===== src/rtl/pm_pkg.sv =====
/*
 * power manager shared definitions: register offsets, field positions,
 * reset values, carrier structs and timing counts.
 * assumes a 32-bit classic Wishbone bus with byte addresses.
 */
package pm_pkg;

   // ==========================================================
   // register byte offsets
   localparam logic [7:0] SYS_EN_OFS = 8'h00;
   localparam logic [7:0] SYS_DIS_OFS = 8'h04;
   localparam logic [7:0] SYS_STAT_OFS = 8'h08;
   localparam logic [7:0] PER_EN_OFS = 8'h10;
   localparam logic [7:0] PER_DIS_OFS = 8'h14;
   localparam logic [7:0] PER_STAT_OFS = 8'h18;
   localparam logic [7:0] MAIN_OSC_OFS = 8'h20;
   localparam logic [7:0] MAIN_FREQ_OFS = 8'h24;
   localparam logic [7:0] PLL_CFG_OFS = 8'h2C;
   localparam logic [7:0] MCK_CFG_OFS = 8'h30;
   localparam logic [7:0] PROG_CFG_OFS = 8'h40;
   localparam logic [7:0] PM_STAT_OFS = 8'h68;

   // ==========================================================
   // field positions
   localparam int SYS_CPU_BIT = 0;
   localparam int SYS_USB_BIT = 7;
   localparam int SYS_PROG_LSB = 8;
   localparam int CSS_LSB = 0;
   localparam int CLOCK_DIVIDE_SELECT_LSB = 2;
   localparam int OSC_EN_BIT = 0;
   localparam int OSC_CNT_LSB = 8;
   localparam int FREQ_RDY_BIT = 16;
   localparam int PLL_DIV_LSB = 0;
   localparam int PLL_CNT_LSB = 8;
   localparam int PLL_MUL_LSB = 16;
   localparam int PLL_USB_LSB = 28;
   localparam int ST_OSC_BIT = 0;
   localparam int ST_LOCK_BIT = 2;
   localparam int ST_MCK_BIT = 3;
   localparam int ST_PROG_LSB = 8;

   // ==========================================================
   // field types and encodings
   typedef logic [1:0] css_t;
   typedef logic [2:0] clock_divide_select_t;
   localparam css_t CSS_SLOW = 2'h0;
   localparam css_t CSS_MAIN = 2'h1;
   localparam css_t CSS_PLL = 2'h3;
   localparam clock_divide_select_t CLOCK_DIVIDE_SELECT_MAX = 3'h6;

   typedef struct packed {
      css_t clock_source_select;
      clock_divide_select_t clock_divide_select;
   } clk_cfg_t;

   typedef struct packed {
      logic [1:0] usb_ratio;
      logic [10:0] feedback;
      logic [5:0] lock_cnt;
      logic [7:0] in_div;
   } pll_cfg_t;

   // ==========================================================
   // reset values and timing counts
   localparam clk_cfg_t CLK_CFG_RST = '{clock_source_select: CSS_SLOW, clock_divide_select: 3'h0};
   localparam pll_cfg_t PLL_CFG_RST = '{usb_ratio: 2'h0,
      feedback: 11'h000, lock_cnt: 6'h3F, in_div: 8'h00};
   localparam logic [7:0] OSC_CNT_RST = 8'h00;
   localparam logic [2:0] OSC_TICK_DIV = 3'h7;
   localparam logic [4:0] FREQ_WINDOW = 5'h10;
   localparam int PROG_NUM = 4;

endpackage


===== src/rtl/power_clock_manager.sv =====
/*
 * power manager: master clock selection, processor, peripheral, usb and
 * programmable clock gating, oscillator start-up, frequency meter, pll
 * lock timer, all behind a classic Wishbone slave.
 * assumes slow, main and pll clocks arrive as pins sampled by the core
 * clock, which is much faster than any of them.
 *
 */
`timescale 1ns/1ps
`default_nettype none

module power_clock_manager #(
   parameter int NPER = 32
) (
   input wire logic CORE_CLK,
   input wire logic SYS_RST,
   input wire logic WB_CYC,
   input wire logic WB_STB,
   input wire logic WB_WE,
   input wire logic [7:0] WB_ADR,
   input wire logic [3:0] WB_SEL,
   input wire logic [31:0] WB_DAT_W,
   output logic [31:0] WB_DAT_R,
   output logic WB_ACK,
   input wire logic SLOW_CLK_IN,
   input wire logic MAIN_CLK_IN,
   input wire logic PLL_CLK_IN,
   input wire logic FAST_IRQ,
   input wire logic NORM_IRQ,
   input wire logic INSTR_DONE,
   output logic MAIN_OSC_EN,
   output pm_pkg::pll_cfg_t PLL_CFG,
   output logic MASTER_CLK,
   output logic CPU_CLK,
   output logic [NPER-1:0] PERIPH_CLK,
   output logic USB_CLK,
   output logic [pm_pkg::PROG_NUM-1:0] PROG_CLK
);
   import pm_pkg::*;

   // ==========================================================
   // byte-lane merge for read-write registers
   function automatic logic [31:0] merge(input logic [31:0] old,
         input logic [31:0] nw, input logic [3:0] sel);
      logic [31:0] r;
      r = old;
      for (int i = 0; i < 4; i++) begin
         if (sel[i]) begin
            r[i*8 +: 8] = nw[i*8 +: 8];
         end
      end
      return r;
   endfunction

   // ==========================================================
   // pin synchronisers: three flops, change counts when 2nd and 3rd agree
   logic [2:0] s1, s2, s3, lvl;
   wire [2:0] pins = {PLL_CLK_IN, MAIN_CLK_IN, SLOW_CLK_IN};
   wire [2:0] agree = ~(s2 ^ s3);
   wire [2:0] chg = agree & (s3 ^ lvl);
   wire slow_rise = chg[0] & s3[0];
   wire main_rise = chg[1] & s3[1];
   wire slow_tick = slow_rise;

   always_ff @(posedge CORE_CLK) begin
      if (SYS_RST) begin
         s1 <= 3'h0;
         s2 <= 3'h0;
         s3 <= 3'h0;
         lvl <= 3'h0;
      end else begin
         s1 <= pins;
         s2 <= s1;
         s3 <= s2;
         lvl <= (agree & s3) | (~agree & lvl);
      end
   end

   // ==========================================================
   // bus decode; ack one cycle after request, write at ack edge
   wire req = WB_CYC & WB_STB;
   wire wr = req & WB_WE & WB_ACK;
   wire [7:0] adr = {WB_ADR[7:2], 2'b00};
   wire wr_sys_en = wr && adr == SYS_EN_OFS;
   wire wr_sys_dis = wr && adr == SYS_DIS_OFS;
   wire wr_per_en = wr && adr == PER_EN_OFS;
   wire wr_per_dis = wr && adr == PER_DIS_OFS;
   wire wr_osc = wr && adr == MAIN_OSC_OFS;
   wire wr_pll = wr && adr == PLL_CFG_OFS;
   wire wr_mck = wr && adr == MCK_CFG_OFS;
   wire prog_hit = adr[7:4] == PROG_CFG_OFS[7:4];
   wire [3:0] wd = WB_DAT_W[SYS_PROG_LSB +: 4];

   // ==========================================================
   // configuration registers
   clk_cfg_t mck_cfg;
   pll_cfg_t pll_cfg;
   logic osc_en;
   logic [7:0] osc_cnt;
   clk_cfg_t prog_cfg [PROG_NUM];
   wire [31:0] mck_img = {27'h0, mck_cfg.clock_divide_select, mck_cfg.clock_source_select};
   wire [31:0] pll_img = {2'h0, pll_cfg.usb_ratio, 1'b0,
      pll_cfg.feedback, 2'h0, pll_cfg.lock_cnt, pll_cfg.in_div};
   wire [31:0] osc_img = {16'h0, osc_cnt, 7'h0, osc_en};
   wire [31:0] mck_new = merge(mck_img, WB_DAT_W, WB_SEL);
   wire [31:0] pll_new = merge(pll_img, WB_DAT_W, WB_SEL);
   wire [31:0] osc_new = merge(osc_img, WB_DAT_W, WB_SEL);

   // master config write clears ready via divider restart
   always_ff @(posedge CORE_CLK) begin
      if (SYS_RST) begin
         mck_cfg <= CLK_CFG_RST;
      end else if (wr_mck) begin
         mck_cfg.clock_source_select <= mck_new[CSS_LSB +: 2];
         mck_cfg.clock_divide_select <= mck_new[CLOCK_DIVIDE_SELECT_LSB +: 3];
      end
   end

   // pll and oscillator setting registers
   always_ff @(posedge CORE_CLK) begin
      if (SYS_RST) begin
         pll_cfg <= PLL_CFG_RST;
         osc_en <= 1'b0;
         osc_cnt <= OSC_CNT_RST;
      end else begin
         if (wr_pll) begin
            pll_cfg.in_div <= pll_new[PLL_DIV_LSB +: 8];
            pll_cfg.lock_cnt <= pll_new[PLL_CNT_LSB +: 6];
            pll_cfg.feedback <= pll_new[PLL_MUL_LSB +: 11];
            pll_cfg.usb_ratio <= pll_new[PLL_USB_LSB +: 2];
         end
         if (wr_osc) begin
            osc_en <= osc_new[OSC_EN_BIT];
            osc_cnt <= osc_new[OSC_CNT_LSB +: 8];
         end
      end
   end

   // ==========================================================
   // system and peripheral clock gates; set wins over clear
   logic cpu_on, stop_pend, usb_on;
   logic [PROG_NUM-1:0] prog_on;
   logic [NPER-1:0] per_on;
   wire irq_wake = FAST_IRQ | NORM_IRQ;
   wire cpu_stop_req = wr_sys_dis & WB_DAT_W[SYS_CPU_BIT];

   always_ff @(posedge CORE_CLK) begin
      if (SYS_RST) begin
         cpu_on <= 1'b1;
         stop_pend <= 1'b0;
      end else if (irq_wake) begin
         cpu_on <= 1'b1;
         stop_pend <= 1'b0;
      end else if (cpu_stop_req || stop_pend) begin
         stop_pend <= ~INSTR_DONE;
         cpu_on <= cpu_on & ~INSTR_DONE;
      end
   end

   // usb, programmable and peripheral enables
   always_ff @(posedge CORE_CLK) begin
      if (SYS_RST) begin
         usb_on <= 1'b0;
         prog_on <= '0;
         per_on <= '0;
      end else begin
         usb_on <= (usb_on & ~(wr_sys_dis & WB_DAT_W[SYS_USB_BIT]))
            | (wr_sys_en & WB_DAT_W[SYS_USB_BIT]);
         prog_on <= (prog_on & ~({4{wr_sys_dis}} & wd))
            | ({4{wr_sys_en}} & wd);
         per_on <= (per_on & ~({NPER{wr_per_dis}} & WB_DAT_W[NPER-1:0]))
            | ({NPER{wr_per_en}} & WB_DAT_W[NPER-1:0]);
      end
   end

   // ==========================================================
   // main oscillator start-up timer on slow clock / 8
   logic osc_stable;
   logic [7:0] osc_left;
   logic [2:0] osc_pre;

   always_ff @(posedge CORE_CLK) begin
      if (SYS_RST) begin
         osc_stable <= 1'b0;
         osc_left <= 8'h00;
         osc_pre <= 3'h0;
      end else if (wr_osc) begin
         osc_stable <= 1'b0;
         osc_left <= osc_new[OSC_CNT_LSB +: 8];
         osc_pre <= 3'h0;
      end else if (!osc_en) begin
         osc_stable <= 1'b0;
      end else if (!osc_stable && slow_tick) begin
         osc_pre <= osc_pre + 3'h1;
         if (osc_pre == OSC_TICK_DIV) begin
            // flag rises on the tick that brings the count to zero
            if (osc_left <= 8'h01) begin
               osc_stable <= 1'b1;
            end
            if (osc_left != 8'h00) begin
               osc_left <= osc_left - 8'h01;
            end
         end
      end
   end

   // ==========================================================
   // main frequency meter over sixteen slow periods
   typedef enum {F_IDLE, F_ARM, F_COUNT, F_DONE} freq_st_t;
   freq_st_t fst;
   logic [15:0] freq_cnt;
   logic [4:0] periods;

   always_ff @(posedge CORE_CLK) begin
      if (SYS_RST || !osc_stable) begin
         fst <= F_IDLE;
         freq_cnt <= 16'h0000;
         periods <= 5'h00;
      end else begin
         case (fst)
            F_IDLE: fst <= F_ARM;
            F_ARM: begin
               if (slow_rise) begin
                  fst <= F_COUNT;
               end
            end
            F_COUNT: begin
               if (main_rise) begin
                  freq_cnt <= freq_cnt + 16'h0001;
               end
               // window closes after sixteen full slow periods
               if (slow_rise) begin
                  periods <= periods + 5'h01;
                  if (periods + 5'h01 == FREQ_WINDOW) begin
                     fst <= F_DONE;
                  end
               end
            end
            F_DONE: fst <= F_DONE;
            default: fst <= F_IDLE;
         endcase
      end
   end
   wire freq_rdy = fst == F_DONE;

   // ==========================================================
   // pll lock timer on slow clock
   logic lock;
   logic [5:0] lock_left;
   wire pll_off = pll_cfg.in_div == 8'h00 ||
                  pll_cfg.feedback == 11'h000;

   always_ff @(posedge CORE_CLK) begin
      if (SYS_RST) begin
         lock <= 1'b0;
         lock_left <= PLL_CFG_RST.lock_cnt;
      end else if (wr_pll) begin
         lock <= 1'b0;
         lock_left <= pll_new[PLL_CNT_LSB +: 6];
      end else if (!lock && !pll_off && slow_tick) begin
         if (lock_left <= 6'h01) begin
            lock <= 1'b1;
         end
         if (lock_left != 6'h00) begin
            lock_left <= lock_left - 6'h01;
         end
      end
   end

   // ==========================================================
   // master clock: fallback to main while pll unlocked
   wire pll_fallback = mck_cfg.clock_source_select == CSS_PLL && !lock;
   wire css_t mck_css = pll_fallback ? CSS_MAIN : mck_cfg.clock_source_select;
   logic fallback_q;
   logic mck_out, mck_match, usb_out, usb_match;
   wire mck_restart = wr_mck || (pll_fallback != fallback_q);
   wire mck_rdy = mck_match & ~pll_fallback
      & ~mck_restart;

   always_ff @(posedge CORE_CLK) begin
      if (SYS_RST) begin
         fallback_q <= 1'b0;
      end else begin
         fallback_q <= pll_fallback;
      end
   end

   clock_select_divider u_mck (
      .clk(CORE_CLK),
      .rst(SYS_RST),
      .src_chg(chg),
      .sel(mck_css),
      .clock_divide_select(mck_cfg.clock_divide_select),
      .restart(mck_restart),
      .clk_out(mck_out),
      .match(mck_match)
   );

   // usb clock is the pll output divided by 1, 2, 4 or 8
   clock_select_divider u_usb (
      .clk(CORE_CLK),
      .rst(SYS_RST),
      .src_chg(chg),
      .sel(CSS_PLL),
      .clock_divide_select({1'b0, pll_cfg.usb_ratio}),
      .restart(wr_pll),
      .clk_out(usb_out),
      .match(usb_match)
   );

   // ==========================================================
   // programmable clock outputs
   logic [PROG_NUM-1:0] prog_out, prog_match;
   genvar g;
   generate
      for (g = 0; g < PROG_NUM; g++) begin : g_prog
         wire wr_prog = wr && prog_hit && adr[3:2] == 2'(g);
         wire [31:0] img = {27'h0, prog_cfg[g].clock_divide_select, prog_cfg[g].clock_source_select};
         wire [31:0] nv = merge(img, WB_DAT_W, WB_SEL);

         // setting register per output
         always_ff @(posedge CORE_CLK) begin
            if (SYS_RST) begin
               prog_cfg[g] <= CLK_CFG_RST;
            end else if (wr_prog) begin
               prog_cfg[g].clock_source_select <= nv[CSS_LSB +: 2];
               prog_cfg[g].clock_divide_select <= nv[CLOCK_DIVIDE_SELECT_LSB +: 3];
            end
         end

         clock_select_divider u_prog (
            .clk(CORE_CLK),
            .rst(SYS_RST),
            .src_chg(chg),
            .sel(prog_cfg[g].clock_source_select),
            .clock_divide_select(prog_cfg[g].clock_divide_select),
            .restart(wr_prog),
            .clk_out(prog_out[g]),
            .match(prog_match[g])
         );
      end
   endgenerate

   // ==========================================================
   // clock outputs, registered; all but MASTER_CLK gated
   always_ff @(posedge CORE_CLK) begin
      if (SYS_RST) begin
         MASTER_CLK <= 1'b0;
         CPU_CLK <= 1'b0;
         PERIPH_CLK <= '0;
         USB_CLK <= 1'b0;
         PROG_CLK <= '0;
      end else begin
         MASTER_CLK <= mck_out;
         CPU_CLK <= mck_out & cpu_on;
         PERIPH_CLK <= {NPER{mck_out}} & per_on;
         USB_CLK <= usb_out & usb_on & lock;
         PROG_CLK <= prog_out & prog_on;
      end
   end
   assign MAIN_OSC_EN = osc_en;
   assign PLL_CFG = pll_cfg;

   // ==========================================================
   // read data selection
   wire [31:0] sys_stat = {20'h0, prog_on, usb_on, 6'h0, cpu_on};
   wire [31:0] per_stat = 32'(per_on);
   wire [31:0] freq_img = {15'h0, freq_rdy, freq_cnt};
   wire [31:0] pm_stat = {20'h0, prog_match & prog_on, 4'h0,
      mck_rdy, lock, 1'b0, osc_stable};
   wire [31:0] prog_img = {27'h0, prog_cfg[adr[3:2]].clock_divide_select,
      prog_cfg[adr[3:2]].clock_source_select};
   wire [31:0] rd_word =
      adr == SYS_STAT_OFS ? sys_stat :
      adr == PER_STAT_OFS ? per_stat :
      adr == MAIN_OSC_OFS ? osc_img :
      adr == MAIN_FREQ_OFS ? freq_img :
      adr == PLL_CFG_OFS ? pll_img :
      adr == MCK_CFG_OFS ? mck_img :
      prog_hit ? prog_img :
      adr == PM_STAT_OFS ? pm_stat : 32'h0000_0000;

   // bus answer: ack and data registered, one cycle per request
   always_ff @(posedge CORE_CLK) begin
      if (SYS_RST) begin
         WB_ACK <= 1'b0;
         WB_DAT_R <= 32'h0000_0000;
      end else begin
         WB_ACK <= req & ~WB_ACK;
         WB_DAT_R <= (req & ~WB_ACK & ~WB_WE) ? rd_word : 32'h0000_0000;
      end
   end

endmodule

`default_nettype wire


===== src/rtl/clock_select_divider.sv =====
/*
 * source selector and power-of-two prescaler for one derived clock.
 * assumes one-cycle change pulses of each source, already synchronised
 * to the core clock; the output toggles every 2^clock_divide_select source changes, with the select clamped to 6.
 */
`timescale 1ns/1ps
`default_nettype none

module clock_select_divider (
   input wire logic clk,
   input wire logic rst,
   input wire logic [2:0] src_chg,
   input wire pm_pkg::css_t sel,
   input wire pm_pkg::clock_divide_select_t clock_divide_select,
   input wire logic restart,
   output logic clk_out,
   output logic match
);
   import pm_pkg::*;

   // ==========================================================
   // source pick and terminal count
   logic [5:0] cnt;
   wire tick = (sel == CSS_MAIN) ? src_chg[1] :
               (sel == CSS_PLL) ? src_chg[2] : src_chg[0];
   wire clock_divide_select_t clock_divide_select_c = (clock_divide_select > CLOCK_DIVIDE_SELECT_MAX) ? CLOCK_DIVIDE_SELECT_MAX : clock_divide_select;
   wire [5:0] limit = 6'((7'h01 << clock_divide_select_c) - 7'h01);

   // ==========================================================
   // counter; match rises after one full period of new setting
   always_ff @(posedge clk) begin
      if (rst || restart) begin
         cnt <= 6'h00;
         clk_out <= 1'b0;
         match <= 1'b0;
      end else if (tick) begin
         if (cnt == limit) begin
            cnt <= 6'h00;
            clk_out <= ~clk_out;
            match <= match | clk_out;
         end else begin
            cnt <= cnt + 6'h01;
         end
      end
   end

endmodule

`default_nettype wire


===== config.mk =====
export PLATFORM = sky130hd
export DESIGN_NAME = power_clock_manager
export DESIGN_NICKNAME = d
export VERILOG_FILES = /design/src/rtl/pm_pkg.sv /design/src/rtl/power_clock_manager.sv /design/src/rtl/clock_select_divider.sv
export SDC_FILE = /design/constraint.sdc
export NUM_CORES = 1
export LEC_CHECK = 0
export BUFFER_PORTS_ARGS = -buffer_cell sky130_fd_sc_hd__buf_2
export CORE_UTILIZATION = 54
export CTS_BUF_LIST = sky130_fd_sc_hd__clkbuf_8
export CTS_CLUSTER_SIZE = 24
export DETAILED_ROUTE_END_ITERATION = 8
export HOLD_SLACK_MARGIN = 0.1
export PLACE_DENSITY = 0.78
export SETUP_SLACK_MARGIN = 0.2
export SYNTH_ARGS = -nofsm -noshare
export SYNTH_HDL_FRONTEND = slang
export SYNTH_HIERARCHICAL = 1
export SYNTH_SLANG_ARGS = --single-unit

===== constraint.sdc =====
create_clock -name CORE_CLK -period 1.8 [get_ports CORE_CLK]
set_input_delay 0.18 -clock CORE_CLK [delete_from_list [all_inputs] [get_ports CORE_CLK]]
set_output_delay 0.18 -clock CORE_CLK [all_outputs]
set_load 0.02 [all_outputs]

=== Word level (Yosys, flattened, before mapping) ===
Memory sizes are Yosys's and may differ from the RTL's.
Index checks and enable logic that the tools add are counted.

* Bits in registers: 284
* Input port bits: 55
* Bits in writable memories: 20
* Memories: 1
* Logic and storage cells: 330

{| class="wikitable"
|+ Memory list
! memory !! depth !! width !! read ports !! clocked after Yosys merged registers in !! wr ports !! RTL line !! text
|-
| prog_cfg || 4 || 5 || 5 || 0 || 4 || power_clock_manager.sv:100 || <nowiki>clk_cfg_t prog_cfg [PROG_NUM];</nowiki>
|}

* Equality and inequality tests: 41
* Mux-type cells: 71
* Bitwise gates (word level): 67
* Reductions and logical operators: 67
* Add/subtract/negate cells: 17
* Shift operators: 6
* Magnitude comparators: 8

{| class="wikitable"
|+ Operators with widths
! kind !! number
|-
| bitwise AND 32 bit || 4
|-
| 2-to-1 mux 32 bit || 4
|-
| one-hot mux 32 bit (4 select lines) || 1
|-
| 2-to-1 mux 30 bit || 3
|-
| == test 32 x 2 -> 1 bit, second input constant || 2
|-
| 2-to-1 mux 6 bit || 10
|-
| 2-to-1 mux 12 bit || 4
|-
| 2-to-1 mux 8 bit || 6
|-
| subtractor 6 x 1 -> 6 bit, second input constant || 7
|-
| adder 6 x 1 -> 6 bit, second input constant || 6
|-
| == test 6 bit || 6
|-
| left shift 1 x 3 -> 6 bit, first input constant || 6
|-
| == test 32 x 1 -> 1 bit, second input constant || 1
|-
| == test 32 x 3 -> 1 bit, second input constant || 1
|-
| logical NOT 32 bit || 1
|-
| NOT 32 bit || 1
|-
| OR 32 bit || 1
|-
| AND reduction 2 bit || 16
|-
| 2-to-1 mux 3 bit || 10
|-
| == test 6 x 4 -> 1 bit, second input constant || 4
|-
| 2-to-1 mux 1 bit || 24
|-
| bitwise AND 4 bit || 5
|-
| 2-to-1 mux 5 bit || 4
|-
| == test 6 x 3 -> 1 bit, second input constant || 3
|-
| 41 further kinds || 147
|}

=== Logic depth before layout (Yosys ltp) ===
* Word-level depth: 15
* Mapped depth: 10

=== Cells and area by module ===
Netlist, hierarchy kept.

{| class="wikitable"
|+ Modules (own cells, without submodules)
! module !! cells each !! area each (µm²) !! sequential area each (µm²) !! instances
|-
| power_clock_manager || 1003 || 9251.4 || 4744.6 || 1
|-
| clock_select_divider || 55 || 483.0 || 160.2 || 6
|}

=== Worst setup path after synthesis ===
OpenSTA, ideal clock, no wires.

* Kind: register to register
* From: register with a tool-made name
* To: register u_mck.clk_out
* Slack: -0.078 ns
* Arrival: 1.758 ns
* Clock period less this slack: 1.878 ns
* Data required time: 1.680 ns
* Cell stages (with the launch flop): 8
* Path through: dfxtp_1 > nand3b_1 > o21ai_0 > mux2_2 > mux2i_1 > a221o_1 > nor2_1 > mux2i_1

{| class="wikitable"
|+ RTL lines
! what !! RTL line !! text
|-
| end signal: assignment || clock_select_divider.sv:39 || <nowiki>clk_out <= ~clk_out;</nowiki>
|-
| end: declaration || clock_select_divider.sv:16 || <nowiki>output logic clk_out,</nowiki>
|}

==> load_flow_metrics.sql <==
INSERT INTO impl_metrics (metric_group, metric, value, unit) VALUES
('worst_setup_path', 'critical_path.cell_chain', 'nand3b_1, buf_6, a211oi_4, nand2_1, or4b_1, a31oi_1', ''),
('cts', 'cts-root-to-sink-buffers', '3', ''),
('drt', 'drcViolationCount', '0', ''),
('layout', 'finish.instance_area', '0.0168', 'mm²'),
('drt', 'route.antenna.remaining_nets', '0', ''),
('drt', 'routed_wire_length_per_instance', '20.5', 'µm'),
('drt', 'drt_wl_total', '41000', 'µm'),
('floorplan', 'top_level_ports', '155', ''),
('grt', 'grt_pass1_wl', '59300', 'µm'),
('timing', 'setup_viol', '24', ''),
('worst_setup_path', 'setup.worst_path.class', 'reg2reg', ''),
('flow_run', 'max_cap_viol_count', '0', ''),
('timing', 'finalMaxSlewViolations', '0', ''),
('timing', 'hold_ws', '143', 'ps'),
('pwr', 'total_power', '12.5', 'mW'),
('timing', 'max_slew.worst_pin.slew', '730', 'ps'),
('grt', 'grt_use_total', '31.9', '%'),
('cts', 'clk_latency', '590', 'ps'),
('drt', 'route.vias.total', '12100', ''),
('timing', 'fin_worst_skew', '24.3', 'ps'),
('logic_synthesis', 'syn_area', '0.0121', 'mm²'),
('placement', 'globalplace.congestion', '0.976', ''),
('floorplan', 'effective_utilization_at_floorplan', '55.4', '%'),
('timing', 'fin_setup_tns', '-739', 'ps'),
('placement', 'dpl_cell_area', '0.0143', 'mm²'),
('layout', 'n_antenna_cell', '0', ''),
('placement', 'numPortBuffers', '152', ''),
('timing', 'hold_viol', '0', ''),
('status', 'run_status', 'complete, but fails checks', ''),
('timing', 'period_needed', '1960', 'ps'),
('drt', 'drt_iter0_markers', '1047', ''),
('layout', 'nFillCells', '1338', ''),
('worst_setup_path', 'critPathRequiredTime', '2270', 'ps'),
('cts', 'worst_setup_hold_path_clk_slew', '60', 'ps'),
('layout', 'layout_commonest_cell', 'sky130_fd_sc_hd__dfxtp_1', ''),
('logic_synthesis', 'syn_area_per_cell', '9.11', 'µm²'),
('min_path', 'holdCritPathClass', 'in2reg', ''),
('cts', 'cts_root_buffer', 'sky130_fd_sc_hd__clkbuf_8', ''),
('worst_setup_path', 'crit_family', 'simple AND/OR/NAND/NOR gates', ''),
('drt', 'number_of_detailed_routing_iterations_run_before_antenna_repair', '5', ''),
('cts', 'clock_tree.htree_level_count', '2', ''),
('layout', 'area_growth_syn_to_layout', '39.0', '%'),
('timing', 'fin_crit_sh', '109', '%'),
('floorplan', 'placement_rows', '54', ''),
('worst_setup_path', 'crit_path_max_incr_delay', '500', 'ps'),
('worst_setup_path', 'timing.critical_path.slowest_stage_cell', 'sky130_fd_sc_hd__or4b_1', ''),
('worst_setup_path', 'worst_setup_path_start_kind', 'register', ''),
('cts', 'cts_tree', 'yes', ''),
('worst_setup_path', 'timing.critical_path.buf_inv', '1', ''),
('layout', 'layout_common_cells', '235 x sky130_fd_sc_hd__dfxtp_1, 151 x sky130_fd_sc_hd__buf_2, 142 x sky130_fd_sc_hd__nor2_1, 139 x sky130_fd_sc_hd__buf_4, 106 x sky130_fd_sc_hd__nand2_1', ''),
('logic_synthesis', 'yosysWarnings', '6', ''),
('floorplan', 'die_w', '152', 'µm'),
('floorplan', 'floorplan.core_area', '0.0219', 'mm²'),
('layout', 'final_nets', '1759', ''),
('pwr', 'leakage', '6.86', 'nW'),
('placement', 'hpwlAfterDp', '24800', 'µm'),
('grt', 'grt-ovfl-total', '0', ''),
('logic_synthesis', 'synth_cells', '1330', ''),
('pwr', 'irDropWorstVdd', '0.666', 'mV'),
('timing', 'relSlewSlack', '51.3', '%'),
('timing', 'worst_slack', '-161', 'ps'),
('timing', 'grt_setup_unrepaired', 'true', ''),
('grt', 'grt_antenna_before_repair', '0', ''),
('pwr', 'p_per_area', '741', 'mW/mm²'),
('timing', 'clock.fmax', '0.510', 'GHz'),
('grt', 'maximum_number_of_pins_on_one_net_before_global_route_repair', '124', ''),
('status', 'violations', 'negative setup slack', ''),
('worst_setup_path', 'crit_fanout', '4', ''),
('cts', 'cts_num_sinks', '274', ''),
('cts', 'cts_inserted_buffers', '45', ''),
('drt', 'avgViaCountPerCell', '6.03', ''),
('worst_setup_path', 'worst_setup_path_end_kind', 'register', ''),
('worst_setup_path', 'arrival', '2430', 'ps'),
('layout', 'layout-drive-gt1-share', '33.9', '%'),
('floorplan', 'die_area', '0.0230', 'mm²'),
('floorplan', 'die_height', '152', 'µm'),
('grt', 'first_global_vias', '11400', '');
report_power, final:
group          switching [mW]  internal (mW)  total [mW]  leakage, nW
combinational           0.408          0.296       0.704         4.06
clock                    2.61           2.98        5.59        0.541
sequential             0.0233           6.16        6.18         2.26
total                    3.05           9.43        12.5         6.86
sequential cells by signal, summed over array words and instances, names as in the netlist, 5 cells and up, named ones only:
signal	cells
lock_left	6
u_mck/cnt	6
WB_DAT_R	32
per_on	32
freq_cnt	16
PLL_CFG	27
u_usb/cnt	6
mck_cfg	5
prog_cfg	20
g_prog.u_prog/cnt	24
periods	5
osc_left	8
PERIPH_CLK	32
osc_cnt	8
worst min-delay path, stage by stage:
cell and delay (ps):
sky130_fd_sc_hd__buf_2 280, sky130_fd_sc_hd__nand3_1 140, sky130_fd_sc_hd__a21oi_1 50
path summary, 6_finish.rpt:
path / from / end / slack, ps / depth (start not counted)
setup / recovery: register / lock_left[3]$_SDFFE_PP1P_ / -160 / 6
hold / removal: WB_SEL[1] / osc_cnt[7]$_SDFFE_PP0P_ / 140 / 3
setup reg to reg: register / lock_left[3]$_SDFFE_PP1P_ / -160 / 6
hold reg to reg: s1[2]$_SDFF_PP0_ / s2[2]$_SDFF_PP0_ / 450 / 1
layer usage:
metal	part of all wire [%]	global-route usage, %	vias up
li1	-	-	5457
met1	39	41.2	5768
met2	47	52.0	681
met3	8.6	4.88	194
met4	5.7	15.9	0
met5	0	0	-
cell type report:
cell class              count  area [µm²]  share of cell area [%]
multi-input cells         979        7010                    41.6
flip-flops and latches    274        5720                    34.0
inverters                  26         103                   0.609
repair buffers            362        2740                    16.2
clock buffers              56         771                    4.58
well taps                 280         350                    2.08
clock inverters            28         156                   0.929
repair_timing:
| action | 4_1_cts | 5_1_grt |
|---|---|---|
| cloned | 0 | 3 |
| endpoints found under the hold margin | 100 | 0 |
| endpoints found under the setup margin | 139 | 107 |
| pin swaps | 33 | 103 |
| hold buffers | 41 | 0 |
| resized for setup | 58 | 131 |
| buffers inserted | 20 | 20 |
through the flow:
| stage | utilization (%) | setup slack, ps | std cells |
|---|---|---|---|
| 3_5_place_dp | 65.4 | -301 | 1837 |
| 5_1_grt | 76.9 | -222 | 2005 |
| 6_report | 76.9 | -161 | 2005 |
| 3_3_place_gp | 65.4 | -226 | 1837 |
| 4_1_cts | 73.3 | -12.0 | 1982 |
| 2_1_floorplan | - | 38.4 | 1338 |
Power figures use the tool's default switching activity.
